**src/verilog/clock_route_pkg.sv**
```systemverilog
// Shared constants and types for the clock source routing configuration
package clock_route_pkg;

    // ------------------------------------------------------------------
    // Register indices (byte address is four times the index)
    // ------------------------------------------------------------------
    localparam int unsigned APB_AW        = 12;
    localparam int unsigned NREG          = 3;

    localparam logic [9:0] IDX_PLL_CTRL   = 10'h010;
    localparam logic [9:0] IDX_VCO_DIV    = 10'h1E0;
    localparam logic [9:0] IDX_ROUTE_SEL  = 10'h1E1;
    localparam logic [9:0] IDX_REG_UPDATE = 10'h232;
    localparam logic [9:0] IDX_STATUS     = 10'h233;

    localparam logic [APB_AW-1:0] ADDR_PLL_CTRL   = {IDX_PLL_CTRL, 2'h0};
    localparam logic [APB_AW-1:0] ADDR_VCO_DIV    = {IDX_VCO_DIV, 2'h0};
    localparam logic [APB_AW-1:0] ADDR_ROUTE_SEL  = {IDX_ROUTE_SEL, 2'h0};
    localparam logic [APB_AW-1:0] ADDR_REG_UPDATE = {IDX_REG_UPDATE, 2'h0};
    localparam logic [APB_AW-1:0] ADDR_STATUS     = {IDX_STATUS, 2'h0};

    // ------------------------------------------------------------------
    // Field layout and codes
    // ------------------------------------------------------------------
    localparam int unsigned PFD_POL_BIT    = 7;
    localparam int unsigned DIV_BYPASS_BIT = 0;
    localparam int unsigned SRC_VCO_BIT    = 1;

    localparam logic [1:0] PLL_MODE_NORMAL  = 2'h0;
    localparam logic [1:0] PLL_MODE_ASYNCPD = 2'h1;
    localparam logic [2:0] DIV_CODE_MAX     = 3'h4;
    localparam logic [2:0] DIV_CODE_OFFSET  = 3'h2;
    localparam logic [2:0] DIV_RATIO_BYPASS = 3'h1;
    localparam logic [7:0] UPDATE_GO        = 8'h01;

    // Slot order: 0 pll control, 1 vco divider, 2 routing select
    localparam logic [NREG-1:0][7:0] CFG_RESET = {8'h00, 8'h02, 8'h01};
    localparam logic [NREG-1:0][7:0] CFG_MASK  = {8'h03, 8'h07, 8'hFF};

    // ------------------------------------------------------------------
    // Active routing settings
    // ------------------------------------------------------------------
    typedef struct packed {
        logic       pfdNegative;
        logic [1:0] pllMode;
        logic [2:0] vcoDivCode;
        logic       divBypass;
        logic       srcVco;
    } clk_route_t;

    localparam clk_route_t ROUTE_RESET = '{
        pfdNegative: 1'b0,
        pllMode:     2'h1,
        vcoDivCode:  3'h2,
        divBypass:   1'b0,
        srcVco:      1'b0
    };
    localparam logic [2:0] DIST_DIV_RESET = 3'h4;

endpackage : clock_route_pkg

```
**src/verilog/staged_cfg_reg.sv**
```systemverilog
// Staging register with a shadow copy that loads on commit
`timescale 1ns/1ps
`default_nettype none

module staged_cfg_reg #(
    parameter int unsigned  W    = 8,
    parameter logic [W-1:0] RST  = '0,
    parameter logic [W-1:0] MASK = '1
)
(
    // Clock and reset
    input  wire logic         clk,
    input  wire logic         rst_b,
    // Software side
    input  wire logic         wrEn,
    input  wire logic [W-1:0] wrData,
    input  wire logic         commit,
    // Values
    output logic      [W-1:0] stage,
    output logic      [W-1:0] active
);

    logic [W-1:0] stage_ff;
    logic [W-1:0] active_ff;

    always_ff @(posedge clk or negedge rst_b)
    begin
        if (!rst_b)
        begin
            stage_ff <= RST;
        end
        else if (wrEn)
        begin
            stage_ff <= wrData & MASK;
        end
    end

    // Write and commit in one cycle: commit takes the older staged value
    always_ff @(posedge clk or negedge rst_b)
    begin
        if (!rst_b)
        begin
            active_ff <= RST;
        end
        else if (commit)
        begin
            active_ff <= stage_ff;
        end
    end

    assign stage  = stage_ff;
    assign active = active_ff;

endmodule // staged_cfg_reg

`default_nettype wire

```
**src/verilog/clock_source_routing_config.sv**
```systemverilog
// APB-programmed routing of the distribution clock path with staged update
//
// Decided for this implementation: register access over APB.
`timescale 1ns/1ps
`default_nettype none

// Contract
// - After reset the PLL power mode is asynchronous power-down (PLL off).
// - Power-mode code 00 switches the PLL on.
// - VCO divider ratio code resets to 010, divide by four.
// - Divider-path bit clear routes the clock input through the VCO divider.
// - Source bit clear selects the external clock input; reset default.
// - On the divider path the ratio is never below two.
// - Written values take effect only after writing 0x01 to update.
// - PFD polarity bit clear is positive, set is negative.
// - PLL on with external source keeps internal VCO off, feeds prescaler.
// - Divider ratio field accepts only ratios two through six.
// - Divider-path bit set bypasses the VCO divider.
// - Source bit set selects the internal VCO as source.
module clock_source_routing_config
    import clock_route_pkg::*;
(
    // Clock and reset
    input  wire logic              clk,
    input  wire logic              rst_b,
    // APB slave
    input  wire logic              psel,
    input  wire logic              penable,
    input  wire logic              pwrite,
    input  wire logic [APB_AW-1:0] paddr,
    input  wire logic [31:0]       pwdata,
    output logic      [31:0]       prdata,
    output logic                   pready,
    output logic                   pslverr,
    // Active routing
    output clk_route_t             route,
    output logic                   pllOn,
    output logic                   vcoPowerOn,
    output logic                   prescalerFromExt,
    output logic                   distFromVco,
    output logic      [2:0]        distDivide
);

    // ------------------------------------------------------------------
    // Bus decode
    // ------------------------------------------------------------------
    logic [31:0]           prdata_ff;
    logic                  pready_ff;
    logic                  pslverr_ff;
    logic                  updPend_ff;
    logic [NREG-1:0][7:0]  stageVec;
    logic [NREG-1:0][7:0]  activeVec;
    logic [NREG-1:0]       regWr;

    wire setupPh  = psel & ~penable;
    wire accessPh = psel & penable & pready_ff;
    wire wrDone   = accessPh & pwrite;

    wire hitPll    = (paddr == ADDR_PLL_CTRL);
    wire hitDiv    = (paddr == ADDR_VCO_DIV);
    wire hitRoute  = (paddr == ADDR_ROUTE_SEL);
    wire hitUpd    = (paddr == ADDR_REG_UPDATE);
    wire hitStatus = (paddr == ADDR_STATUS);
    wire hitAny    = hitPll | hitDiv | hitRoute | hitUpd | hitStatus;

    // Ratio codes above the last legal one are refused whole
    wire ratioBad  = (pwdata[2:0] > DIV_CODE_MAX);

    wire errNow = ~hitAny
                | (pwrite & hitDiv & ratioBad)
                | (pwrite & hitStatus);

    assign regWr[0] = wrDone & hitPll;
    assign regWr[1] = wrDone & hitDiv & ~ratioBad;
    assign regWr[2] = wrDone & hitRoute;

    wire updWr = wrDone & hitUpd & (pwdata[7:0] == UPDATE_GO);

    // ------------------------------------------------------------------
    // Staged configuration registers
    // ------------------------------------------------------------------
    genvar gi;
    generate
        for (gi = 0; gi < NREG; gi++)
        begin : g_cfg
            staged_cfg_reg #(
                .W    (8),
                .RST  (CFG_RESET[gi]),
                .MASK (CFG_MASK[gi])
            ) u_reg (
                .clk    (clk),
                .rst_b  (rst_b),
                .wrEn   (regWr[gi]),
                .wrData (pwdata[7:0]),
                .commit (updPend_ff),
                .stage  (stageVec[gi]),
                .active (activeVec[gi])
            );
        end
    endgenerate

    // Update pulse lives one cycle, so the bit reads back as clear
    always_ff @(posedge clk or negedge rst_b)
    begin
        if (!rst_b)
        begin
            updPend_ff <= 1'b0;
        end
        else
        begin
            updPend_ff <= updWr;
        end
    end

    // ------------------------------------------------------------------
    // Routing derived from the active copy
    // ------------------------------------------------------------------
    clk_route_t route_ff;
    logic       pllOn_ff;
    logic       vcoPowerOn_ff;
    logic       prescalerFromExt_ff;
    logic       distFromVco_ff;
    logic [2:0] distDivide_ff;

    clk_route_t nxt_route;
    assign nxt_route.pfdNegative = activeVec[0][PFD_POL_BIT];
    assign nxt_route.pllMode     = activeVec[0][1:0];
    assign nxt_route.vcoDivCode  = activeVec[1][2:0];
    assign nxt_route.divBypass   = activeVec[2][DIV_BYPASS_BIT];
    assign nxt_route.srcVco      = activeVec[2][SRC_VCO_BIT];

    wire       nxt_pllOn = (nxt_route.pllMode == PLL_MODE_NORMAL);
    // Internal VCO only runs when the loop actually closes around it
    wire       nxt_vcoPowerOn = nxt_pllOn & nxt_route.srcVco;
    wire       nxt_prescalerFromExt = nxt_pllOn & ~nxt_route.srcVco;
    wire       nxt_distFromVco = nxt_route.srcVco;
    // Code 0 is divide by two: no divide-by-one on this path
    wire [2:0] divRatio = 3'(nxt_route.vcoDivCode + DIV_CODE_OFFSET);
    wire [2:0] nxt_distDivide = nxt_route.divBypass
                              ? DIV_RATIO_BYPASS
                              : divRatio;

    always_ff @(posedge clk or negedge rst_b)
    begin
        if (!rst_b)
        begin
            route_ff            <= ROUTE_RESET;
            pllOn_ff            <= 1'b0;
            vcoPowerOn_ff       <= 1'b0;
            prescalerFromExt_ff <= 1'b0;
            distFromVco_ff      <= 1'b0;
            distDivide_ff       <= DIST_DIV_RESET;
        end
        else
        begin
            route_ff            <= nxt_route;
            pllOn_ff            <= nxt_pllOn;
            vcoPowerOn_ff       <= nxt_vcoPowerOn;
            prescalerFromExt_ff <= nxt_prescalerFromExt;
            distFromVco_ff      <= nxt_distFromVco;
            distDivide_ff       <= nxt_distDivide;
        end
    end

    // ------------------------------------------------------------------
    // Read data and APB answer
    // ------------------------------------------------------------------
    // Config reads show the staged value; status shows what is in force
    wire [7:0] statusByte = {route_ff.pfdNegative, vcoPowerOn_ff,
                             distFromVco_ff, prescalerFromExt_ff,
                             pllOn_ff, distDivide_ff};

    wire [7:0] rdByte = ({8{hitPll}}    & stageVec[0])
                      | ({8{hitDiv}}    & stageVec[1])
                      | ({8{hitRoute}}  & stageVec[2])
                      | ({8{hitUpd}}    & {7'h00, updPend_ff})
                      | ({8{hitStatus}} & statusByte);

    wire        nxt_pready  = setupPh;
    wire [31:0] nxt_prdata  = (setupPh & ~pwrite) ? {24'h000000, rdByte}
                                                  : 32'h00000000;
    wire        nxt_pslverr = setupPh & errNow;

    // Answer is ready on the first access cycle: zero wait states
    always_ff @(posedge clk or negedge rst_b)
    begin
        if (!rst_b)
        begin
            pready_ff  <= 1'b0;
            prdata_ff  <= 32'h00000000;
            pslverr_ff <= 1'b0;
        end
        else
        begin
            pready_ff  <= nxt_pready;
            prdata_ff  <= nxt_prdata;
            pslverr_ff <= nxt_pslverr;
        end
    end

    assign prdata           = prdata_ff;
    assign pready           = pready_ff;
    assign pslverr          = pslverr_ff;
    assign route            = route_ff;
    assign pllOn            = pllOn_ff;
    assign vcoPowerOn       = vcoPowerOn_ff;
    assign prescalerFromExt = prescalerFromExt_ff;
    assign distFromVco      = distFromVco_ff;
    assign distDivide       = distDivide_ff;

    logic committed_ff;
    always_ff @(posedge clk or negedge rst_b)
    begin
        if (!rst_b)
        begin
            committed_ff <= 1'b0;
        end
        else if (updPend_ff)
        begin
            committed_ff <= 1'b1;
        end
    end
endmodule // clock_source_routing_config

`default_nettype wire

```
**config.mk**
```make
export PLATFORM = sky130hd
export DESIGN_NAME = clock_source_routing_config
export DESIGN_NICKNAME = d
export VERILOG_FILES = /design/src/verilog/clock_route_pkg.sv /design/src/verilog/staged_cfg_reg.sv /design/src/verilog/clock_source_routing_config.sv
export SDC_FILE = /design/constraint.sdc
export NUM_CORES = 1
export LEC_CHECK = 0
export CORE_MARGIN = 2
export CORE_UTILIZATION = 40
export DETAILED_ROUTE_END_ITERATION = 10
export DONT_BUFFER_PORTS = 1
export MAX_ROUTING_LAYER = met4
export SLEW_MARGIN = 10
export SYNTH_ARGS = -nofsm -noshare
export SYNTH_HDL_FRONTEND = slang
export SYNTH_SLANG_ARGS = --single-unit
```
**constraint.sdc**
```tcl
create_clock -name clk -period 2.4 [get_ports clk]
set_input_delay 0.12 -clock clk [delete_from_list [all_inputs] [get_ports clk]]
set_output_delay 0.12 -clock clk [all_outputs]
set_load 0.05 [all_outputs]
```
==> results of run 1 <==
layout by cell type, fill, tap and decap left out, types with 2 or more instances in the layout:
master | Yosys | final
dlygate4sd3_1 | 0 | 11
nor3_1 | 2 | 2
inv_1 | 2 | 2
and2_1 | 2 | 2
mux2_2 | 22 | 22
dfrtp_1 | 39 | 39
a22oi_1 | 7 | 7
buf_4 | 25 | 3
or2_2 | 2 | 2
nand3_1 | 4 | 4
nor2_1 | 14 | 14
nand2_1 | 4 | 4
dfstp_2 | 7 | 7
nor2b_1 | 2 | 2
nor4_2 | 2 | 2
a32oi_1 | 2 | 2
and4_1 | 2 | 2
clkbuf_8 | 0 | 6
or4b_2 | 2 | 2
nand3_2 | 2 | 2
conb_1 | 1 | 24
kinds of logic (layout without fill, tap and decap cells):
kind of cell | count (synthesis) | in the layout | synth area share [%]
simple gates | 47 | 47 | 15.0
flops | 46 | 46 | 56.5
buf+inv | 31 | 25 | 10.6
mux | 23 | 23 | 12.6
compound gates | 13 | 13 | 4.63
other cells | 1 | 24 | 0.183
xor+xnor | 1 | 1 | 0.427
sequential cells by signal, indices dropped and copies added (netlist names), 3 cells and up:
register / count
prdata: 8
g_cfg.u_reg.stage: 13
distDivide: 3
route: 7
g_cfg.u_reg.active: 8
cell type report:
cell class,count,area (sq um),share of cell area [%]
clock buffer,6,82.6,3.64
sequential,46,1160,51.1
tap,70,87.6,3.86
timing repair buffer,15,160,7.05
clock inverter,2,12.5,0.551
inverter,2,7.51,0.331
multi-input combinational,108,761,33.5
per-stage QoR:
stage | hold slack (ns) | utilization (%)
floorplan | -0.176 | -
global placement | -0.175 | 40.4
detailed placement | -0.175 | 40.4
CTS | 0.0213 | 45.0
global route | 0.0292 | 45.0
finish | 0.0286 | 45.0
synth_stat cells, drive strengths merged (2+ instances only):
cell    count
nor2b       2
nor3        2
inv         2
buf        26
or4b        2
a32oi       2
nor2       14
dfstp       7
and2        2
nand2       4
nand3       6
nor4b       2
a22oi       7
or4         2
mux2       23
and4        2
nor4        4
dfrtp      39
or2         2
clkbuf      3
power groups by stage:
stage,clock (uW),combinational [uW],sequential [uW]
finish,478,143,781
detailed placement,0,106,796
floorplan,0,133,799
CTS,492,143,781
global placement,0,106,796
global route,530,154,781
timing repair:
item	in CTS	in global routing
hold buffers	12	0
hold endpoints to repair	61	0
setup buffers	0	0
final timing paths:
check	endpoint	slack [ns]	cells after the start
hold reg to reg	route[7]$_DFF_PN0_	0.38	0
max in group asynchronous	g_cfg[0].u_reg.stage[0]$_DFFE_PN1P_	1.81	2
min in group asynchronous	prdata[4]$_DFF_PN0_	0.32	2
setup / recovery	prdata[1]$_DFF_PN0_	0.62	5
setup reg to reg	g_cfg[0].u_reg.stage[5]$_DFFE_PN0P_	0.81	4
hold / removal	pready$_DFF_PN0_	0.03	1
routing by layer:
metal / vias up / part of all wire [%] / global-route usage [%]
met4: 0 / 1.1 / 5.07
met2: 58 / 50 / 22.7
met5: - / 0 / -
met1: 635 / 41 / 18.9
li1: 550 / - / -
met3: 5 / 8.0 / 4.63
==> results.py, run 1 <==
metrics = {
    "grt": {
        "grt_max_degree": 47,
        "first_global_vias": 1206,
        "grt_pass1_wl_mm": 6.04,
        "track_usage_pct": 14.9,
        "antenna_found_initial": 0,
        "overflow": 0,
    },
    "timing": {
        "fmax_mhz": 563,
        "worstMarginPinSlew_ns": 0.610,
        "rsz0062_at_grt": "false",
        "finalHoldViolations": 0,
        "worst_slack_ns": 0.623,
        "tns_ns": 0,
        "drv_slew": 0,
        "max_slew_margin_pct": 59.0,
        "min_period_ns": 1.78,
        "period_share_pct": 74.0,
        "setup_violations": 0,
        "fin_skew_ns": 0.00903,
    },
    "worst_hold_path": {
        "hp-start": "psel",
        "hp-class": "in2reg",
    },
    "setup_path": {
        "worst_ep_arrival_time_ns": 1.98,
        "worstPathCellList": "dlygate4sd3_1 -> nor2b_1 -> nand2b_1 -> or4_1 -> o22ai_1",
        "endpoint_kind": "flip-flop",
        "required_ns": 2.60,
        "crit_start": "penable",
        "path_buf_inv": 1,
        "cp_slowest_stage_delay_ns": 0.57,
        "cpMaxStageDelayCell": "or4_1",
        "critical_path_class": "in2reg",
        "cp_top_family": "simple AND/OR/NAND/NOR gates",
        "startpoint_type": "primary input",
        "crit-reg2reg-launch": "pready$_DFF_PN0_",
        "crit_fanout": 9,
    },
    "pwr": {
        "p_sw_uw": 367,
        "p_int_uw": 1030,
        "power_frac_seq_pct": 55.7,
        "ir_drop_mv": 0.243,
        "cellLeakagePower_uw": 0.00102,
        "sw_frac_of_total_pct": 26.2,
        "total_power_uw": 1400,
        "combPwrFrac_pct": 10.2,
        "clkPwrFrac_pct": 34.1,
        "powerDensity_nw_per_um2": 617,
    },
    "logic_synthesis": {
        "ys_top_cells_by_area": "dfrtp_1 (48%), mux2_2 (12%), buf_4 (9.1%)",
        "synth-main-ff-cell": "dfrtp_1",
        "synth_cell_types": 36,
        "synth_area_sq_um": 2050,
        "synth_seq_cells": 46,
        "synth-async-reset-ratio_pct": 100,
        "synth_top_cell_by_area": "dfrtp_1",
        "synth.avg_cell_area_sq_um": 12.7,
        "yosysSeqAreaShare_pct": 56.5,
        "synthCells": 162,
        "synth_edf_count": 0,
        "synth_top_area_share_pct": 47.6,
        "ys_warn_count": 0,
    },
    "routing": {
        "routed_via_density": 5.01,
        "drc": 0,
        "post_drt_wl_per_cell_um": 15.7,
        "drt-total-wl_mm": 3.90,
        "via_count": 1248,
        "first_iter_violations": 81,
        "ant_nets": 0,
        "firstDrtPassIters": 4,
    },
    "finish": {
        "instances_no_fill": 249,
        "nFillCells": 458,
        "final_cell_area_sq_um": 2270,
        "nets": 227,
        "syn_to_final_growth_pct": 10.7,
        "drive_gt1_share_pct": 29.1,
        "n_antenna_cell": 0,
    },
    "placed_design": {
        "place_area_sq_um": 2040,
        "gp_congestion": 0.821,
        "dp_hpwl_mm": 2.78,
        "dp_cells": 229,
        "pre_cts_slack_ns": 0.541,
        "port_buffers": 0,
    },
    "run_status": {
        "status": "finished, final reports clean",
    },
    "floorplan": {
        "io_pins": 98,
        "die_y_um": 75.6,
        "rows": 26,
        "die_w_um": 75.6,
        "coreArea_sq_um": 5040,
        "die-area_sq_um": 5720,
        "start_util_pct": 40.7,
    },
    "cts": {
        "cts.sinks": 46,
        "clock_latency_ns": 0.29,
        "clock_tree.htree_level_count": 2,
        "ctsResizeCount": 0,
        "cts_buffer_depth": 2,
        "path_clk_slew_ns": 0.08,
        "clock-root-buffer": "clkbuf_8",
        "numCtsBuffers": 5,
        "cts_tree": "built",
    },
    "job": {
        "cap_violations": 0,
    },
}
Power figures use the tool's default switching activity.
==> run 2: changes to the inputs <==
clock period = 1.57 ns   (was 2.4 ns; I/O delays follow)
==> results.py, run 2 (synthesis gave the netlist of run 1 again) <==
metrics = {
    "setup_path": {
        "reg2reg_slack_ns": 0.07,
        "cp_top_family": "simple AND/OR/NAND/NOR gates",
        "path_buf_inv": 1,
        "reg2reg_to": "g_cfg[1].u_reg.stage[0]$_DFFE_PN0P_",
        "required_ns": 1.75,
        "worst_ep_arrival_time_ns": 1.68,
        "path_depth": 5,
        "crit_fanout": 3,
        "cp_slowest_stage_delay_ns": 0.41,
        "worstPathCellList": "and4_1 -> nor2b_2 -> buf_4 -> nand3_2 -> mux2_2",
        "endpoint_kind": "flip-flop",
        "critPathCapture": "g_cfg[1].u_reg.stage[0]$_DFFE_PN0P_",
        "ff2ff_path_depth": 5,
        "startpoint_type": "flip-flop",
        "crit-reg2reg-launch": "pready$_DFF_PN0_",
        "crit_start": "pready$_DFF_PN0_",
        "critical_path_class": "reg2reg",
        "cpMaxStageDelayCell": "dfrtp_2",
    },
    "job": {
        "cap_violations": 0,
    },
    "timing": {
        "rsz0062_at_grt": "false",
        "fmax_mhz": 667,
        "period_share_pct": 95.5,
        "worst_slack_ns": 0.0707,
        "timing.hold.ws_ns": 0.0201,
        "min_period_ns": 1.50,
        "drv_slew": 0,
        "fin_skew_ns": 0.0137,
        "finalHoldViolations": 0,
        "setup_violations": 0,
        "tns_ns": 0,
    },
    "grt": {
        "first_global_vias": 1350,
        "overflow": 0,
        "track_usage_pct": 16.6,
        "grt_pass1_wl_mm": 6.76,
        "grt_max_degree": 47,
        "antenna_found_initial": 0,
    },
    "routing": {
        "drc": 0,
        "ant_nets": 0,
        "first_iter_violations": 51,
        "via_count": 1286,
        "post_drt_wl_per_cell_um": 16.0,
        "routed_via_density": 4.93,
        "drt-total-wl_mm": 4.17,
        "firstDrtPassIters": 4,
    },
    "pwr": {
        "p_sw_uw": 577,
        "ir_drop_mv": 0.510,
        "combPwrFrac_pct": 10.6,
        "clkPwrFrac_pct": 34.3,
        "power_frac_seq_pct": 55.1,
        "sw_frac_of_total_pct": 26.7,
        "powerDensity_nw_per_um2": 909,
        "p_int_uw": 1590,
        "cellLeakagePower_uw": 0.00109,
    },
    "placed_design": {
        "place_area_sq_um": 2120,
        "pre_cts_slack_ns": -0.166,
        "dp_hpwl_mm": 3.00,
        "gp_congestion": 0.841,
        "port_buffers": 0,
    },
    "floorplan": {
        "die_y_um": 75.6,
        "die_w_um": 75.6,
        "coreArea_sq_um": 5040,
        "die-area_sq_um": 5720,
        "start_util_pct": 40.7,
        "rows": 26,
        "io_pins": 98,
    },
    "cts": {
        "clock_tree.htree_level_count": 2,
        "clock-root-buffer": "clkbuf_8",
        "numCtsBuffers": 5,
        "path_clk_slew_ns": 0.09,
        "clock_latency_ns": 0.30,
        "cts_tree": "built",
        "cts_buffer_depth": 2,
        "cts.sinks": 46,
    },
    "finish": {
        "nets": 239,
        "syn_to_final_growth_pct": 16.0,
        "layout_commonest_cell": "dfrtp_1",
        "final_cell_mix": "dfrtp_1 (38), conb_1 (24), mux2_2 (22)",
        "largest_reg_flops": 13,
        "nFillCells": 444,
        "drive_gt1_share_pct": 34.0,
        "n_antenna_cell": 0,
        "final_cell_area_sq_um": 2380,
    },
    "run_status": {
        "status": "finished, final reports clean",
    },
    "worst_hold_path": {
        "hp-class": "in2reg",
    },
}
-- run 2: changes by cell type in the layout (fill, tap and decap cells not counted) --
cell / delta
nor4b_4: +1
buf_4: +10
dfrtp_1: -1
nor2b_1: -2
nor2b_2: +2
nor4b_2: -1
dfrtp_2: +1
dlygate4sd3_1: +2
-- run 2: worst min-delay path by stage --
stage               slack, ns  startpoint  depth (start not counted)                 endpoint
detailed placement      -0.22       rst_b                          0      prdata[5]$_DFF_PN0_
global route             0.02   pwdata[1]                          2     updPend_ff$_DFF_PN0_
floorplan               -0.22       rst_b                          0  distDivide[0]$_DFF_PN0_
global placement        -0.22       rst_b                          0      prdata[3]$_DFF_PN0_
CTS                     0.002   pwdata[1]                          2     updPend_ff$_DFF_PN0_
finish                   0.02   pwdata[1]                          2     updPend_ff$_DFF_PN0_
-- run 2: power groups by stage --
stage	Combinational, uW	Sequential [uW]	Clock (uW)
floorplan	205	1220	0
global placement	166	1220	0
detailed placement	167	1220	0
CTS	229	1190	759
global route	246	1190	811
finish	228	1190	743
-- run 2: through the flow --
stage | total power, uW | std cells | utilization, %
after floorplan | 1430 | 185 | -
after global placement | 1380 | 239 | 42.1
after detailed placement | 1380 | 239 | 42.1
after CTS | 2180 | 261 | 47.1
after global routing | 2250 | 261 | 47.2
final | 2160 | 261 | 47.2
-- run 2: cell type report --
| cell class | count | area [sq um] | share of cell area (%) |
|---|---|---|---|
| repair buffers | 27 | 255 | 10.7 |
| multi-input cells | 108 | 774 | 32.5 |
| clock buffers | 6 | 82.6 | 3.47 |
| inverters | 2 | 7.51 | 0.315 |
| well taps | 70 | 87.6 | 3.68 |
| flip-flops and latches | 46 | 1160 | 48.8 |
| clock inverters | 2 | 12.5 | 0.525 |
-- run 2: layer usage --
metal	GRT usage (%)	part of all wire, %	vias up
met5	-	0	-
met4	5.26	0.98	0
met3	6.08	8.4	4
met2	25.9	50	65
met1	20.1	41	642
li1	-	-	575
-- run 2: worst reg2reg max path, delay by kind of cell (launching register included) --
kind                   cells  cell delay, ns
buffers and inverters      1            0.13
DFF                        1            0.41
muxes                      1            0.35
and+or+nand+nor            3            0.49
-- run 2: timing repair --
action	4_1_cts	5_1_grt
hold buffers	14	0
setup buffers	0	0
gates resized for setup	0	2
endpoints found under the setup margin	0	11
hold endpoints to repair	62	0
